**src/core/timer8_pkg.sv**
```systemverilog
// Shared constants and types for the 8-bit timer/counter
package timer8_pkg;

    ////////////////////////////////////////////////////////////
    // Register word indices; byte address is four times these
    localparam logic [7:0] IDX_CTRL  = 8'h24;
    localparam logic [7:0] IDX_COUNT = 8'h26;
    localparam logic [7:0] IDX_CMP_A = 8'h27;
    localparam logic [7:0] IDX_CMP_B = 8'h28;
    localparam logic [7:0] IDX_MASK  = 8'h29;
    localparam logic [7:0] IDX_FLAG  = 8'h2a;

    ////////////////////////////////////////////////////////////
    // Field positions
    localparam int unsigned CTC_BIT  = 3;
    localparam int unsigned FLG_OVF  = 0;
    localparam int unsigned FLG_CMPA = 1;
    localparam int unsigned FLG_CMPB = 2;
    localparam int unsigned NUM_IRQ  = 3;

    ////////////////////////////////////////////////////////////
    // Values and reset values
    localparam logic [7:0] COUNT_MAX = 8'hff;
    localparam logic [7:0] RST_BYTE  = 8'h00;
    localparam logic [2:0] RST_IRQ   = 3'h0;

    ////////////////////////////////////////////////////////////
    // Prescaler width and tap widths (divide by 2**tap)
    localparam int unsigned PRE_W    = 10;
    localparam int unsigned NUM_TAPS = 4;
    localparam int unsigned TAP_BITS [NUM_TAPS] = '{3, 6, 8, 10};

    // Clock source codes
    typedef enum logic [2:0] {
        CS_STOP     = 3'h0,
        CS_DIV1     = 3'h1,
        CS_DIV8     = 3'h2,
        CS_DIV64    = 3'h3,
        CS_DIV256   = 3'h4,
        CS_DIV1024  = 3'h5,
        CS_EXT_FALL = 3'h6,
        CS_EXT_RISE = 3'h7
    } clk_src_t;

    // Avalon-MM request from the master
    typedef struct packed {
        logic [7:0]  address;
        logic        read;
        logic        write;
        logic [31:0] writedata;
        logic [3:0]  byteenable;
    } avmm_req_t;

    // Avalon-MM answer to the master
    typedef struct packed {
        logic [31:0] readdata;
        logic        waitrequest;
    } avmm_rsp_t;

    // Whole state of the timer core
    typedef struct packed {
        logic        clear_on_match_mode;
        clk_src_t    cs;
        logic [7:0]  count;
        logic [7:0]  cmp_a;
        logic [7:0]  cmp_b;
        logic [2:0]  mask;
        logic [2:0]  flags;
        logic        block;
        logic        rd_done;
        logic [31:0] readdata;
    } timer_state_t;

    // Prescaler state
    typedef struct packed {
        logic [PRE_W-1:0] cnt;
    } presc_state_t;

    // Pin synchroniser state
    typedef struct packed {
        logic meta;
        logic stable;
        logic last;
    } sync_state_t;

endpackage

```
**src/core/timer8_counter_compare.sv**
```systemverilog
// 8-bit timer/counter with two compares and Avalon-MM registers
`timescale 1ns/10ps
// What this block does
// - Reserved control, mask, flag bits read zero
// - Mode bit: Normal top 0xFF, else clear-on-match
// - Compare writes take effect at once
// - Overflow flag set when counter passes 0xFF
// - Source code zero stops the counter
// - Codes 1..5 pick divide 1,8,64,256,1024
// - Code 6 falling, 7 rising pin edges
// - Pin counts even when driven as output
// - Count register directly readable and writable
// - Count write blocks match on next tick
// - Each compare continuously equals-tests the count
// - Request when enable, flag, global bit set
// - Compare B match sets its flag in either mode unless blocked
// - Vector execution clears its flag
// - Writing one clears a flag, zero keeps
// - Clear-on-match: A match sets flag, clears count
// - Every overflow sets the overflow flag
// - Tick is a clock enable, one clock
// - Compare flag set on tick after match
// - Overflow flag set on the wrap tick
// - Count write beats count or clear
module timer8_counter_compare (
    // Clock and reset
    input  wire logic                 clk,
    input  wire logic                 sys_rst,
    // Register bus
    input  wire timer8_pkg::avmm_req_t avm_req,
    output timer8_pkg::avmm_rsp_t     avm_rsp,
    // External count pin
    input  wire logic                 external_count_pin,
    // CPU interrupt side
    input  wire logic                 global_irq_enable,
    input  wire logic [2:0]           irq_ack,
    output logic [2:0]                irq_request
);
    import timer8_pkg::*;

    ////////////////////////////////////////////////////////////
    // Declarations
    timer_state_t         st;        // Registered state
    timer_state_t         next_st;   // Next state
    logic [NUM_TAPS-1:0]  taps;      // Prescaler pulses
    logic                 ext_rise;  // Pin rising edge
    logic                 ext_fall;  // Pin falling edge
    logic                 tick;      // Timer tick enable
    logic                 match_a;   // Count equals compare A
    logic                 match_b;   // Count equals compare B
    logic                 hit_a;     // Unblocked match A on tick
    logic                 hit_b;     // Unblocked match B on tick
    logic                 wrap;      // Tick while at MAX
    logic                 wr_en;     // Accepted write, low lane
    logic                 rd_take;   // Read served this cycle
    logic                 cnt_wr;    // Software writes count
    logic [2:0]           set_v;     // Flag set events
    logic [2:0]           clr_v;     // Flag clear requests
    logic [31:0]          rd_mux;    // Selected read word

    ////////////////////////////////////////////////////////////
    // Shared prescaler
    timer8_prescaler #(
        .WIDTH (PRE_W)
    ) u_presc (
        .clk       (clk),
        .sys_rst   (sys_rst),
        .tap_pulse (taps)
    );

    // Pin synchroniser and edge detector
    timer8_edge_sync u_pin (
        .clk     (clk),
        .sys_rst (sys_rst),
        .pin     (external_count_pin),
        .rise    (ext_rise),
        .fall    (ext_fall)
    );

    ////////////////////////////////////////////////////////////
    // Clock source selection; result is an enable, not a clock
    // so the whole timer stays in one clock domain
    always_comb begin
        case (st.cs)
            CS_STOP:     tick = 1'b0;
            CS_DIV1:     tick = 1'b1;
            CS_DIV8:     tick = taps[0];
            CS_DIV64:    tick = taps[1];
            CS_DIV256:   tick = taps[2];
            CS_DIV1024:  tick = taps[3];
            // Pin direction is not looked at, so a driven
            // output still counts
            CS_EXT_FALL: tick = ext_fall;
            CS_EXT_RISE: tick = ext_rise;
            default:     tick = 1'b0;
        endcase
    end

    ////////////////////////////////////////////////////////////
    // Comparators run every cycle; flags are only set on a tick
    assign match_a = (st.count == st.cmp_a);
    assign match_b = (st.count == st.cmp_b);
    assign hit_a   = tick & match_a & ~st.block;
    assign hit_b   = tick & match_b & ~st.block;
    assign wrap    = tick & (st.count == COUNT_MAX);

    ////////////////////////////////////////////////////////////
    // Bus decode; writes never wait, low byte lane carries data
    assign wr_en   = avm_req.write & avm_req.byteenable[0];
    assign rd_take = avm_req.read & ~st.rd_done;
    assign cnt_wr  = wr_en & (avm_req.address == IDX_COUNT);

    // Flag events; hardware set beats any clear
    assign set_v = {hit_b, hit_a, wrap};
    always_comb begin
        clr_v = irq_ack;
        if (wr_en && avm_req.address == IDX_FLAG) begin
            clr_v = clr_v | avm_req.writedata[2:0];
        end
    end

    ////////////////////////////////////////////////////////////
    // Read multiplexer; unused and reserved bits read zero
    always_comb begin
        rd_mux = '0;
        case (avm_req.address)
            IDX_CTRL: begin
                rd_mux[CTC_BIT] = st.clear_on_match_mode;
                rd_mux[2:0]     = st.cs;
            end
            IDX_COUNT: begin
                rd_mux[7:0] = st.count;
            end
            IDX_CMP_A: begin
                rd_mux[7:0] = st.cmp_a;
            end
            IDX_CMP_B: begin
                rd_mux[7:0] = st.cmp_b;
            end
            IDX_MASK: begin
                rd_mux[2:0] = st.mask;
            end
            IDX_FLAG: begin
                rd_mux[2:0] = st.flags;
            end
            default: begin
                rd_mux = '0;
            end
        endcase
    end

    ////////////////////////////////////////////////////////////
    // Next-state logic for the whole core
    always_comb begin
        next_st = st;

        // Counter advances only on the tick enable
        if (tick) begin
            if (st.clear_on_match_mode && hit_a) begin
                next_st.count = RST_BYTE;
            end else begin
                next_st.count = st.count + 8'h01;
            end
        end

        // Block lasts until the next tick, even when stopped
        if (tick) begin
            next_st.block = 1'b0;
        end

        // Flags: set wins over clear in the same cycle
        next_st.flags = (st.flags & ~clr_v) | set_v;

        // Register writes
        if (wr_en) begin
            case (avm_req.address)
                IDX_CTRL: begin
                    next_st.clear_on_match_mode = avm_req.writedata[CTC_BIT];
                    next_st.cs  = clk_src_t'(avm_req.writedata[2:0]);
                end
                IDX_COUNT: begin
                    // Software value beats count and clear
                    next_st.count = avm_req.writedata[7:0];
                    next_st.block = 1'b1;
                end
                IDX_CMP_A: begin
                    // No shadow copy: used from next cycle
                    next_st.cmp_a = avm_req.writedata[7:0];
                end
                IDX_CMP_B: begin
                    next_st.cmp_b = avm_req.writedata[7:0];
                end
                IDX_MASK: begin
                    next_st.mask = avm_req.writedata[2:0];
                end
                default: begin
                    next_st.clear_on_match_mode = st.clear_on_match_mode;
                end
            endcase
        end

        // Reads take one wait state; data held until the next
        next_st.rd_done = rd_take;
        if (rd_take) begin
            next_st.readdata = rd_mux;
        end
    end

    ////////////////////////////////////////////////////////////
    // State register, synchronous reset
    always_ff @(posedge clk) begin
        if (sys_rst) begin
            st          <= '0;
            st.cs       <= CS_STOP;
            st.count    <= RST_BYTE;
            st.cmp_a    <= RST_BYTE;
            st.cmp_b    <= RST_BYTE;
            st.mask     <= RST_IRQ;
            st.flags    <= RST_IRQ;
        end else begin
            st <= next_st;
        end
    end

    ////////////////////////////////////////////////////////////
    // Outputs
    assign avm_rsp.readdata    = st.readdata;
    assign avm_rsp.waitrequest = avm_req.read & ~st.rd_done;

    // Gated requests, one per source
    for (genvar i = 0; i < NUM_IRQ; i++) begin : g_irq
        assign irq_request[i] = global_irq_enable
                              & st.mask[i]
                              & st.flags[i];
    end
endmodule

```
**src/core/timer8_prescaler.sv**
```systemverilog
// Free-running prescaler giving divided tick pulses
`timescale 1ns/10ps
module timer8_prescaler #(
    parameter int unsigned WIDTH = timer8_pkg::PRE_W
) (
    // Clock and reset
    input  wire logic                            clk,
    input  wire logic                            sys_rst,
    // One-cycle pulses at /8, /64, /256, /1024
    output logic [timer8_pkg::NUM_TAPS-1:0]      tap_pulse
);
    import timer8_pkg::*;

    presc_state_t st;       // Registered state
    presc_state_t next_st;  // Next state

    ////////////////////////////////////////////////////////////
    // Runs free, so every timer sharing it stays in phase
    always_comb begin
        next_st = st;
        next_st.cnt = st.cnt + 1'b1;
    end

    always_ff @(posedge clk) begin
        if (sys_rst) begin
            st <= '0;
        end else begin
            st <= next_st;
        end
    end

    ////////////////////////////////////////////////////////////
    // One tap per division ratio, pulse when low bits all ones
    for (genvar i = 0; i < NUM_TAPS; i++) begin : g_tap
        assign tap_pulse[i] = &st.cnt[TAP_BITS[i]-1:0];
    end

endmodule

```
**src/core/timer8_edge_sync.sv**
```systemverilog
// Synchroniser and edge detector for the external count pin
`timescale 1ns/10ps
module timer8_edge_sync (
    // Clock and reset
    input  wire logic clk,
    input  wire logic sys_rst,
    // Raw pin level
    input  wire logic pin,
    // One-cycle edge pulses
    output logic      rise,
    output logic      fall
);
    import timer8_pkg::*;

    sync_state_t st;       // Registered state
    sync_state_t next_st;  // Next state

    ////////////////////////////////////////////////////////////
    // Two flops, then a third for edge history; meta feeds
    // nothing but the second flop
    always_comb begin
        next_st = st;
        next_st.meta   = pin;
        next_st.stable = st.meta;
        next_st.last   = st.stable;
    end

    always_ff @(posedge clk) begin
        if (sys_rst) begin
            st <= '0;
        end else begin
            st <= next_st;
        end
    end

    // Edges seen only on the settled copy
    assign rise = st.stable & ~st.last;
    assign fall = ~st.stable & st.last;

endmodule

```
**config.mk**
```make
export PLATFORM = sky130hd
export DESIGN_NAME = timer8_counter_compare
export DESIGN_NICKNAME = d
export VERILOG_FILES = /design/src/core/timer8_pkg.sv /design/src/core/timer8_counter_compare.sv /design/src/core/timer8_prescaler.sv /design/src/core/timer8_edge_sync.sv
export SDC_FILE = /design/constraint.sdc
export NUM_CORES = 1
export LEC_CHECK = 0
export ABC_AREA = 1
export BUFFER_PORTS_ARGS = -buffer_cell sky130_fd_sc_hd__buf_4
export CORE_AREA = 2 2 93 86
export DETAILED_ROUTE_END_ITERATION = 8
export DIE_AREA = 0 0 95 88
export GPL_ROUTABILITY_DRIVEN = 0
export PLACE_DENSITY = 0.69
export SYNTH_ARGS = -nofsm -noshare
export SYNTH_HDL_FRONTEND = slang
export SYNTH_SLANG_ARGS = --single-unit
```
**constraint.sdc**
```tcl
create_clock -name clk -period 3.55 [get_ports clk]
set_clock_uncertainty 0.15 [all_clocks]
set_input_delay 0.71 -clock clk [delete_from_list [all_inputs] [get_ports clk]]
set_output_delay 0.71 -clock clk [all_outputs]
set_load 0.03 [all_outputs]
```
### Word level (Yosys, flattened, before mapping)

Cells that the tools add are included.

| storage, ports and cells | value |
|---|---|
| flip-flop bits (word level) | 57 |
| output and inout bits | 36 |
| word-level logic and storage cells | 81 |

| cells by class | value |
|---|---|
| add/subtract/negate cells | 2 |
| equal/unequal tests | 16 |
| multiplexer cells | 15 |
| bitwise operators | 23 |
| reductions and logical operators | 11 |

Operator list:

| kind | count |
|---|---|
| == test 8 x 6 -> 1 bit (second input constant) | 6 |
| two-way mux 8 bit | 5 |
| two-way mux 27 bit | 1 |
| one-hot mux 3 bit (6 select lines) | 1 |
| == test 8 bit | 2 |
| AND 1 bit | 15 |
| == test 3 bit (second input constant) | 4 |
| one-hot mux 4 bit (3 select lines) | 1 |
| adder 10 x 1 -> 10 bit (second input constant) | 1 |
| AND reduction 10 bit | 1 |
| adder 8 x 1 -> 8 bit (second input constant) | 1 |
| == test 8 bit (second input constant) | 1 |
| one-hot mux 1 bit (8 select lines) | 1 |
| AND reduction 2 bit | 4 |
| AND reduction 8 bit | 1 |
| == test 3 x 2 -> 1 bit (second input constant) | 2 |
| two-way mux 3 bit | 2 |
| OR 3 bit | 2 |
| AND reduction 6 bit | 1 |
| inverter 1 bit | 4 |
| one-hot mux 1 bit (4 select lines) | 1 |
| AND 3 bit | 1 |
| == test 3 x 1 -> 1 bit (second input constant) | 1 |
| logical NOT 3 bit | 1 |
| other kinds (4) | 7 |

### Logic depth before layout (Yosys ltp)

Gate-level depths: netlist of run 1.

| depth | value |
|---|---|
| depth in word-level cells | 10 |
| depth in mapped cells | 14 |
| gate-level depth less buffers | 14 |

### By module

From an unflattened synthesis of run 1, not the netlist that was laid out.

| second synthesis, totals | value |
|---|---|
| cell total of the unflattened synthesis | 453 |
| area, all modules | 3201.8 um^2 |

By module, submodules not included:

| module | instances | cells an instance | area an instance (um^2) | seq. area each (um^2) |
|---|---|---|---|---|
| timer8_counter_compare | 1 | 382 | 2670.1 | 880.8 |
| timer8_prescaler | 1 | 59 | 437.9 | 200.2 |
| timer8_edge_sync | 1 | 12 | 93.8 | 60.1 |

### Worst setup path before layout of run 1

Ideal clock, no wire load.

| timing | value |
|---|---|
| path kind | input -> output |
| start point | input global_irq_enable |
| end point | output irq_request[0] |
| arrival time | 1.403 ns |
| data required time | 2.690 ns |
| slack | 1.287 ns |
| cell stages on the path | 2 |
| path through | inv_1 -> nor3_1 |

| on the way | value |
|---|---|
| word-level cells in the longest chain between the ends | 2 |

RTL lines:

| element | RTL line | text |
|---|---|---|
| start, declared | timer8_counter_compare.sv:35 | `input wire logic global_irq_enable,` |
| AND 1 bit | timer8_counter_compare.sv:233 | `& st.mask[i]` |
| AND 1 bit | timer8_counter_compare.sv:234 | `& st.flags[i];` |
| end, declared | timer8_counter_compare.sv:37 | `output logic [2:0] irq_request` |

Every way passes these cells.

==> results of run 1 <==
-- metal layers --
layer | vias to the layer above | wire [um]
li1 | 1475 | -
met1 | 1322 | 3750
met2 | 116 | 3360
met3 | 11 | 458
met4 | 0 | 150
met5 | - | 0
-- layout by cell type, fill, tap and decap left out, types with 2 or more instances in the layout --
| cell type | instances |
|---|---|
| inv_1 | 54 |
| clkbuf_8 | 12 |
| clkinv_2 | 2 |
| nand2_2 | 12 |
| conb_1 | 24 |
| o22ai_1 | 15 |
| a31oi_1 | 3 |
| nand2_4 | 3 |
| xnor2_1 | 4 |
| a21oi_2 | 8 |
| buf_4 | 39 |
| a211oi_1 | 2 |
| nor3_1 | 6 |
| nor2_1 | 37 |
| ha_1 | 3 |
| o21a_1 | 3 |
| nor2_4 | 4 |
| o21ai_1 | 9 |
| o21ai_0 | 37 |
| nand2_1 | 51 |
| nand3_2 | 9 |
| dfxtp_1 | 57 |
| a21oi_1 | 44 |
| nand3_4 | 2 |
| or2_1 | 2 |
| nand3_1 | 12 |
| nand4_1 | 4 |
| clkinv_1 | 2 |
| inv_2 | 6 |
-- sequential cells by signal, indices dropped and copies added (netlist names) --
register       cells
u_pin.next_st      2
u_pin.st           1
st                36
avm_rsp            8
u_presc.st        10
-- stage by stage --
step,power [W],utilization [%],area [sq um]
after floorplan,0.000771,-,3350
after global placement,0.000789,46.7,3460
after detailed placement,0.000790,46.7,3460
after CTS,0.00137,49.3,3650
after global routing,0.00141,49.3,3650
final,0.00136,49.3,3650
-- worst max-delay path, delay by kind of cell --
family	cells	cell delay [ns]
buf+inv	4	0.50
simple gates	1	0.07
-- cell usage after synthesis, types with 4 or more instances --
master    number
xnor2_1        4
o22ai_1       15
nand2_1       51
nor2_1        37
nand3_2        9
buf_4         33
o21ai_0       37
nand3_1       12
inv_2          6
a21oi_2        8
nor3_1         6
clkbuf_1       6
o21ai_1        9
a21oi_1       44
inv_1         54
nand2_2       12
nand4_1        4
dfxtp_1       57
nor2_4         4
-- path summary, 6_finish.rpt --
path | to | slack, ns | cells after the start
worst max-delay path | avm_rsp[0] | 1.40 | 5
worst min-delay path | u_pin.next_st[0]$_SDFF_PP0_ | 0.25 | 2
worst max register to register | st[59]$_SDFF_PP0_ | 1.66 | 13
worst min register to register | u_pin.next_st[0]$_SDFF_PP0_ | 0.25 | 2
-- cell families after synthesis --
logic type	Yosys count
flip-flops	57
AO/OA/AOI/OAI	124
AND/OR/NAND/NOR	147
buffers and inverters	108
other	1
adder cells (fa/ha/maj)	3
XOR/XNOR	5
-- final cells by class --
class                           instances  area, sq um
Inverter                               64          250
Clock inverter                          4         26.3
Multi-Input combinational cell        303         1650
Fill cell                             748         3750
Tap cell                               96          120
Timing Repair Buffer                   39          293
Clock buffer                           12          165
Sequential cell                        57         1140
-- power by group --
| part | leakage, nW | internal (W) | switching (W) |
|---|---|---|---|
| clock | 0.0984 | 0.000309 | 0.000276 |
| sequential | 0.461 | 0.000647 | 0.00000369 |
| combinational | 0.836 | 0.0000367 | 0.0000893 |
| total | 1.40 | 0.000993 | 0.000369 |
==> metrics.csv, run 1 <==
stage;metric;value;unit
yosys;ys_types;43;
timing;fin_crit_sh;60.5;%
clock_tree;ctsHoldBuffers;0;
finish;antenna_cells;0;
flow_run;maxCapViolCount;0;
clock_tree;clockBufferDepth;2;
grt;grt_pass1_vias;2604;
yosys;syn_inst;445;
route;drt-total-wl;7720;um
min_path;hold_path.class;flop to flop;
finish;final_cells;575;
yosys;synth.area.mux_share;0;%
placement;place_worst_setup_slack;1.19;ns
timing;final-hold-violation-count;0;
min_path;hold_start;u_pin.next_st[1]$_SDFF_PP0_;
timing;rsz0062_at_grt;no;
route;drt-pass1-iter-count;5;
grt;antenna_found_initial;0;
clock_tree;cts_tree;built;
yosys;yosysSeqAreaShare;35.0;%
timing;timing.fmax;0.466;GHz
floorplanning;ios;89;
grt;met3_usage;2.84;%
floorplanning;rows;30;
route;vias;2924;
timing;worst_slew_pin_slew;1.04;ns
clock_tree;clk_pin_slew_worst_paths;0.07;ns
timing;finalSetupViolCount;0;
yosys;synth-xor-area-share;1.34;%
setup_path;crit_top_cell;buf_4;
placement;dpl.hpwl;5580;um
yosys;yosys.area_share.simple;24.0;%
clock_tree;cts_resized;0;
route;route.detailed.drc;0;
clock_tree;clkLatencyLatePin;0.34;ns
timing;hold_ws;0.250;ns
timing;post-route-min-period;2.15;ns
yosys;synth_top_area_share;35.0;%
yosys;synth_compound_area_share;21.4;%
yosys;syn_avg_cell_area;7.33;sq um
grt;busiest_layer;met2;
route;first_iter_violations;190;
power_and_ir_drop;ir_worst_vdd;184;uV
floorplanning;core_area;7390;sq um
yosys;synthAdderAreaFrac;1.15;%
power_and_ir_drop;p_leak;1.40;nW
route;ant_nets;0;
grt;grt_util_all_layers;19.7;%
grt;grt_pass1_wl;12600;um
route;detail_route.wl_per_cell;13.4;um
clock_tree;htreeDepth;3;
setup_path;crit_type;input pin to output pin;
grt;grt_max_degree;39;
setup_path;slowest_stage;buf_4;
finish;drive_gt1_share;21.9;%
placement;io_buffers;37;
route;viasPerCell;5.09;
floorplanning;initial_core_util;44.1;%
grt;grt_overflow;0;
clock_tree;cts_buffers;9;
setup_path;cp.required;2.69;ns
placement;dp_cells;559;
floorplanning;dieArea;8360;sq um
finish;areaGrowthSynthToFinish;11.8;%
yosys;synth.area.top_cells;dfxtp_1 35%, buf_4 7.6%, a21oi_1 6.7%;
timing;setup_ws;1.40;ns
yosys;synth_top_area_cell;dfxtp_1;
setup_path;start_kind;input pin;
yosys;synth_top_family_by_area;simple AND/OR/NAND/NOR gates;
yosys;ys_ff_latch;57;
grt;met2_usage;30.6;%
setup_path;cp-end-kind;output pin;
clock_tree;cts.sinks;57;
timing;maxSlewHeadroom;30.7;%
timing;setup-tns-final;0;ns
setup_path;crit_path_start;avm_req[37];
timing;finalMaxSlewViolations;0;
yosys;ys.warnings.count;0;
status;status;complete, no violations;
clock_tree;cts-root-buf;clkbuf_8;
clock_tree;postCtsSetupBuffers;0;
yosys;synthArstFlopShare;0;%
floorplanning;die_h;88;um
floorplanning;die_w;95;um
setup_path;arrival;1.29;ns
setup_path;critPathMaxStageDelay;0.20;ns
grt;use_met1;27.4;%
finish;fin_nets;530;
yosys;synth_edf_count;0;
setup_path;crit_fanout;13;
power_and_ir_drop;power.density;373;nW/um^2
setup_path;path_cells;buf_4 -> inv_1 -> nor2_1 -> buf_4 -> buf_4;
yosys;syn_area;3260;sq um
yosys;synth_ff_type;dfxtp_1;
setup_path;reg2reg_from;u_presc.st[0]$_SDFF_PP0_;
No activity file was read; power rests on OpenSTA's default activity.
==> run 2, diff against run 1 <==
--- a/config.mk
+++ b/config.mk
@@ -5,13 +5,13 @@
 export SDC_FILE = /design/constraint.sdc
 export NUM_CORES = 1
 export LEC_CHECK = 0
-export ABC_AREA = 1
+export ABC_AREA = 0
 export BUFFER_PORTS_ARGS = -buffer_cell sky130_fd_sc_hd__buf_4
-export CORE_AREA = 2 2 93 86
+export CORE_AREA = 2 2 90 84
 export DETAILED_ROUTE_END_ITERATION = 8
-export DIE_AREA = 0 0 95 88
+export DIE_AREA = 0 0 92 86
 export GPL_ROUTABILITY_DRIVEN = 0
-export PLACE_DENSITY = 0.69
+export PLACE_DENSITY = 0.7
 export SYNTH_ARGS = -nofsm -noshare
 export SYNTH_HDL_FRONTEND = slang
 export SYNTH_SLANG_ARGS = --single-unit
==> constraint.sdc (replaced) <==
create_clock -name clk -period 2.1 [get_ports clk]
set_clock_uncertainty 0.15 [all_clocks]
set_input_delay 0.42 -clock clk [delete_from_list [all_inputs] [get_ports clk]]
set_output_delay 0.42 -clock clk [all_outputs]
set_load 0.03 [all_outputs]
==> run 2 against run 1 <==
Compared with the run above: the flow now finishes with violations (negative setup slack); area after synthesis is 6.2% lower; global-route usage is 0.64 points lower; critical path type is now flop to flop; largest cell class unchanged; total power is 71% higher.
==> metrics.csv, run 2 <==
stage;metric;value;unit
clock_tree;cts_tree;built;
route;route.detailed.drc;0;
setup_path;crit_fanout;7;
status;status;finished with violations;
timing;worst_slew_pin_slew;0.511;ns
yosys;synth_common_cells;57 x dfxtp_1, 48 x nor2_1, 33 x buf_4;
floorplanning;die_w;92;um
route;first_iter_violations;135;
setup_path;arrival;2.22;ns
yosys;synth_top_area_cell;dfxtp_1;
timing;rsz0062_at_grt;yes;
power_and_ir_drop;seq_power_share;47.4;%
clock_tree;cts-root-buf;clkbuf_8;
finish;fill_cells;605;
finish;antenna_cells;0;
floorplanning;rows;29;
yosys;synth.area.top_cells;dfxtp_1 37%, mux2i_1 8.8%, buf_4 8.1%;
setup_path;cp.required;2.18;ns
min_path;hold_start;external_count_pin;
grt;antenna_found_initial;0;
power_and_ir_drop;p_leak;1.53;nW
timing;maxSlewHeadroom;65.6;%
clock_tree;clockBufferDepth;2;
min_path;hold_end;u_pin.next_st[1]$_SDFF_PP0_;
timing;finalSetupViolCount;15;
floorplanning;initial_core_util;44.4;%
route;ant_nets;0;
setup_path;crit_type;flop to flop;
status;violations;negative setup slack;
grt;grt_util_all_layers;19.1;%
grt;grt_overflow;0;
yosys;synth_top_area_share;37.3;%
setup_path;worstReg2RegEnd;st[61]$_SDFF_PP0_;
timing;post-route-min-period;2.14;ns
setup_path;cp_top_family;compound AO/OA/AOI/OAI gates;
yosys;ys.warnings.count;0;
setup_path;start_kind;flop;
min_path;hold_path.class;input pin to flop;
setup_path;critPathMaxStageDelay;0.49;ns
placement;io_buffers;37;
yosys;ys_ff_latch;57;
floorplanning;dieArea;7910;sq um
power_and_ir_drop;combPwrFrac;9.5;%
route;detail_route.wl_per_cell;14.8;um
yosys;ys_types;52;
grt;grt_max_degree;36;
floorplanning;die_h;86;um
clock_tree;clkLatencyLatePin;0.34;ns
yosys;synth_ff_type;dfxtp_1;
setup_path;cp-end-kind;flop;
setup_path;reg2reg_from;u_presc.st[0]$_SDFF_PP0_;
power_and_ir_drop;ir_worst_vdd;467;uV
clock_tree;clk_pin_slew_worst_paths;0.07;ns
yosys;syn_inst;342;
route;vias;2563;
yosys;yosysSeqAreaShare;37.3;%
setup_path;reg2regPathDepth;7;
power_and_ir_drop;swShare;26.5;%
finish;final_cell_mix;69 x buf_4, 55 x dfxtp_1, 47 x nor2_1;
setup_path;ff2ff_setup_slack;-0.04;ns
timing;setup_ws;-0.0370;ns
finish;drive_gt1_share;28.7;%
finish;largest_reg_flops;36;
timing;hold_ws;0.142;ns
yosys;synth.most_common_cell;dfxtp_1;
clock_tree;cts.sinks;57;
grt;grt_pass1_vias;2520;
flow_run;maxCapViolCount;0;
yosys;synth_edf_count;0;
finish;areaGrowthSynthToFinish;24.9;%
floorplanning;ios;89;
power_and_ir_drop;power_switching;0.000617;W
timing;finalMaxSlewViolations;0;
placement;dpl.hpwl;5420;um
power_and_ir_drop;power;0.00233;W
grt;grt_pass1_wl;11900;um
finish;fin_nets;455;
route;viasPerCell;5.16;
timing;fin_crit_sh;102;%
clock_tree;cts_buffers;9;
finish;final_common_cell;buf_4;
yosys;synthArstFlopShare;0;%
route;drt-pass1-iter-count;4;
power_and_ir_drop;clkPwrFrac;43.2;%
timing;final-hold-violation-count;0;
yosys;syn_avg_cell_area;8.95;sq um
setup_path;slowest_stage;a311o_2;
route;drt-total-wl;7340;um
yosys;syn_area;3060;sq um
min_path;hold-path-cell-count;2;
floorplanning;core_area;6890;sq um
setup_path;path_cells;ha_4 -> and3_4 -> nand3_2 -> a311o_2 -> a2111oi_4 -> xnor2_1 -> o21ai_2;
setup_path;crit_buf_inv;0;
power_and_ir_drop;internal_power;0.00171;W
clock_tree;htreeDepth;3;
finish;regMostFlops;st;
timing;timing.fmax;0.468;GHz
power_and_ir_drop;power.density;610;nW/um^2
==> run 2: changes by cell type after synthesis, moves of 8 or more <==
cell	previous run	this run
nand2_2	12	0
o22ai_1	15	1
xnor2_1	4	25
o21ai_0	37	3
inv_1	54	7
mux2i_1	0	27
nand3_2	9	1
nand2_1	51	17
a21oi_1	44	5
nor2_1	37	48
==> run 2: per-stage QoR <==
stage	std cells	cell area, sq um	setup TNS [ns]	utilization [%]	setup WS (ns)
floorplan	365	3200	-1.75	-	-0.204
global placement	474	3500	-5.02	50.8	-0.325
detailed placement	474	3500	-5.48	50.8	-0.371
CTS	494	3780	-0.203	54.8	-0.0333
global route	497	3820	-1.56	55.5	-0.131
finish	497	3820	-0.230	55.5	-0.0370
==> run 2: power by group through the flow <==
stage	Combinational, W	Clock [W]	Sequential [W]
final	0.000221	0.00101	0.00110
after floorplan	0.000171	0	0.00113
after CTS	0.000217	0.00102	0.00110
after detailed placement	0.000213	0	0.00113
after global placement	0.000209	0	0.00113
after global routing	0.000238	0.00106	0.00111
==> run 2: repair_timing <==
| action | CTS | global route |
|---|---|---|
| resized for setup | 8 | 5 |
| hold endpoints to repair | 0 | 0 |
| pin swaps | 16 | 7 |
| endpoints found under the setup margin | 9 | 22 |
| hold buffers | 0 | 0 |
| buffers inserted | 4 | 3 |
==> run 2: layout make-up <==
cell class / instances / area [sq um] / area share [%]
Timing Repair Buffer: 73 / 581 / 15.2
Tap cell: 93 / 116 / 3.04
Sequential cell: 57 / 1140 / 29.9
Multi-Input combinational cell: 250 / 1760 / 46.0
Clock buffer: 9 / 124 / 3.24
Clock inverter: 7 / 71.3 / 1.86
Inverter: 8 / 30.0 / 0.785
==> run 2: routing by layer <==
| layer | part of all wire (%) | vias up | GRT usage [%] |
|---|---|---|---|
| met5 | 0 | - | 0 |
| met1 | 45 | 1185 | 23.5 |
| met2 | 48 | 103 | 32.4 |
| met4 | 1.5 | 0 | 6.38 |
| li1 | - | 1262 | - |
| met3 | 6.0 | 13 | 5.36 |
==> run 2: cell families (layout without fill, tap and decap cells) <==
family,count (synthesis),after routing,share of synthesized area [%]
compound gates,49,49,12.1
xor+xnor,30,30,8.58
fa+ha+maj,3,3,1.23
buf+inv,58,97,12.0
flops,57,57,37.3
mux,28,28,9.56
other cells,1,24,0.122
simple gates,116,116,19.1
==> run 2: worst max-delay path by stage <==
stage                                   startpoint                 endpoint  slack, ns  cells after the start
after floorplan                        avm_req[44]      st[48]$_SDFFE_PP0P_      -0.20                      8
after global placement                 avm_req[44]  avm_rsp[1]$_SDFFE_PP0P_      -0.33                      6
after detailed placement               avm_req[44]  avm_rsp[1]$_SDFFE_PP0P_      -0.37                      6
after CTS                 u_presc.st[0]$_SDFF_PP0_        st[57]$_SDFF_PP0_      -0.03                      7
after global routing      u_presc.st[0]$_SDFF_PP0_        st[63]$_SDFF_PP0_      -0.13                      7
final                     u_presc.st[0]$_SDFF_PP0_        st[61]$_SDFF_PP0_      -0.04                      7
==> run 3, diff against run 2 <==
--- a/config.mk
+++ b/config.mk
@@ -5,7 +5,6 @@
 export SDC_FILE = /design/constraint.sdc
 export NUM_CORES = 1
 export LEC_CHECK = 0
-export ABC_AREA = 0
 export BUFFER_PORTS_ARGS = -buffer_cell sky130_fd_sc_hd__buf_4
 export CORE_AREA = 2 2 90 84
 export DETAILED_ROUTE_END_ITERATION = 8
==> constraint.sdc (replaced) <==
create_clock -name clk -period 2.1 [get_ports clk]
set_clock_uncertainty 0.15 [all_clocks]
set_input_delay 0.105 -clock clk [delete_from_list [all_inputs] [get_ports clk]]
set_output_delay 0.105 -clock clk [all_outputs]
set_load 0.03 [all_outputs]
==> run 3 against run 2 <==
Compared with the run above: wire length shrank 4.4%; the flow still finishes with violations (negative setup slack); clock power barely moved; critical path depth unchanged.
==> metrics.csv, run 3 (synthesis gave the netlist of run 2 again) <==
stage;metric;value;unit
status;status;finished with violations;
status;violations;negative setup slack;
setup_path;crit_buf_inv;0;
min_path;hold_path.class;input pin to flop;
finish;regMostFlops;st;
timing;finalSetupViolCount;9;
setup_path;crit_type;flop to flop;
grt;grt_util_all_layers;18.5;%
clock_tree;cts.sinks;57;
floorplanning;ios;89;
setup_path;path_cells;ha_4 -> and3_4 -> nand3_4 -> a311o_2 -> a21oi_4 -> a311o_2 -> o21ai_1;
power_and_ir_drop;power.density;625;nW/um^2
setup_path;cp.required;2.18;ns
flow_run;maxCapViolCount;0;
setup_path;slowest_stage;a311o_2;
min_path;hold-path-cell-count;5;
route;viasPerCell;5.15;
power_and_ir_drop;p_leak;1.48;nW
placement;io_buffers;37;
timing;finalMaxSlewViolations;0;
clock_tree;clk_pin_slew_worst_paths;0.07;ns
finish;fin_nets;451;
setup_path;arrival;2.25;ns
min_path;hold_start;irq_ack[1];
setup_path;reg2regPathDepth;7;
clock_tree;cts_buffers;9;
clock_tree;htreeDepth;3;
setup_path;ff2ff_setup_slack;-0.07;ns
finish;final_cells;493;
timing;final-hold-violation-count;0;
min_path;hold_end;st[35]$_SDFF_PP0_;
clock_tree;cts_tree;built;
floorplanning;rows;29;
setup_path;worstReg2RegEnd;st[63]$_SDFF_PP0_;
setup_path;cp_top_family;compound AO/OA/AOI/OAI gates;
finish;final_util;54.9;%
clock_tree;clkLatencyLatePin;0.35;ns
timing;timing.fmax;0.461;GHz
setup_path;critPathMaxStageDelay;0.49;ns
finish;final_cell_mix;58 x buf_4, 55 x dfxtp_1, 47 x nor2_1;
timing;maxSlewHeadroom;64.3;%
grt;grt_max_degree;53;
finish;final_common_cell;buf_4;
placement;dp_cells;464;
placement;dpl.hpwl;5200;um
floorplanning;dieArea;7910;sq um
grt;grt_pass1_vias;2474;
grt;antenna_found_initial;0;
finish;drive_gt1_share;24.3;%
route;drt-pass1-iter-count;7;
route;route.detailed.drc;0;
timing;rsz0062_at_grt;yes;
timing;worst_slew_pin_slew;0.535;ns
route;first_iter_violations;142;
finish;design_area;3780;sq um
finish;areaGrowthSynthToFinish;23.6;%
timing;setup_ws;-0.0675;ns
grt;grt_pass1_wl;11600;um
timing;post-route-min-period;2.17;ns
finish;largest_reg_flops;36;
clock_tree;clockBufferDepth;2;
placement;place_worst_setup_slack;-0.0878;ns
power_and_ir_drop;ir_worst_vdd;616;uV
floorplanning;initial_core_util;44.4;%
setup_path;start_kind;flop;
setup_path;crit_fanout;8;
floorplanning;die_h;86;um
route;vias;2537;
floorplanning;core_area;6890;sq um
finish;antenna_cells;0;
placement;placed_area;3410;sq um
setup_path;crit_top_cell;a311o_2;
setup_path;cp-end-kind;flop;
route;ant_nets;0;
timing;hold_ws;0.0265;ns
route;drt-total-wl;7010;um
grt;grt_overflow;0;
floorplanning;die_w;92;um
timing;fin_crit_sh;103;%
route;detail_route.wl_per_cell;14.2;um
clock_tree;cts-root-buf;clkbuf_8;
setup_path;reg2reg_from;u_presc.st[0]$_SDFF_PP0_;
run 3: timing repair:
| item | in CTS | in global routing |
|---|---|---|
| pin swaps | 12 | 4 |
| buffers inserted | 2 | 1 |
| gates resized for setup | 3 | 4 |
| setup endpoints to repair | 8 | 11 |
| hold buffers | 10 | 0 |
| endpoints found under the hold margin | 34 | 0 |
run 3: stage by stage:
step | setup TNS [ns] | power, W
detailed placement | -1.10 | 0.00134
finish | -0.465 | 0.00236
global route | -1.08 | 0.00246
floorplan | 0 | 0.00130
CTS | -0.423 | 0.00239
global placement | -0.652 | 0.00133
run 3: cell type report:
| type | instances | area, sq um |
|---|---|---|
| clock buffer | 9 | 124 |
| clock inverter | 7 | 78.8 |
| fill | 623 | 3110 |
| inverter | 8 | 30.0 |
| multi-input combinational | 250 | 1740 |
| sequential | 57 | 1140 |
| tap | 93 | 116 |
| timing repair buffer | 69 | 556 |
run 3: worst min-delay path: cells and delay by family:
kind	cells	cell delay [ns]
AND/OR/NAND/NOR	2	0.14
AO/OA/AOI/OAI	2	0.16
buffers and inverters	1	0.07
run 3: report_power, final:
part | switching [W] | internal (W) | leakage [nW]
clock | 0.000480 | 0.000554 | 0.0921
sequential | 0.00000873 | 0.00109 | 0.462
combinational | 0.000145 | 0.0000812 | 0.931
total | 0.000634 | 0.00173 | 1.48
run 3: worst max-delay path by stage:
stage / start / end / cells after the start / slack (ns)
global route: u_presc.st[0]$_SDFF_PP0_ / st[61]$_SDFF_PP0_ / 7 / -0.14
CTS: u_presc.st[0]$_SDFF_PP0_ / st[60]$_SDFF_PP0_ / 7 / -0.06
finish: u_presc.st[0]$_SDFF_PP0_ / st[63]$_SDFF_PP0_ / 7 / -0.07
floorplan: u_presc.st[1]$_SDFF_PP0_ / st[56]$_SDFF_PP0_ / 7 / 0.02
global placement: u_presc.st[1]$_SDFF_PP0_ / st[60]$_SDFF_PP0_ / 7 / -0.04
detailed placement: u_presc.st[1]$_SDFF_PP0_ / st[62]$_SDFF_PP0_ / 7 / -0.09
run 3: per-layer routing:
metal	track usage, %	wire (um)	up-vias
met5	0	0	-
met4	5.29	87	0
met3	4.39	392	8
met2	32.0	3450	75
met1	23.0	3080	1206
li1	-	-	1248
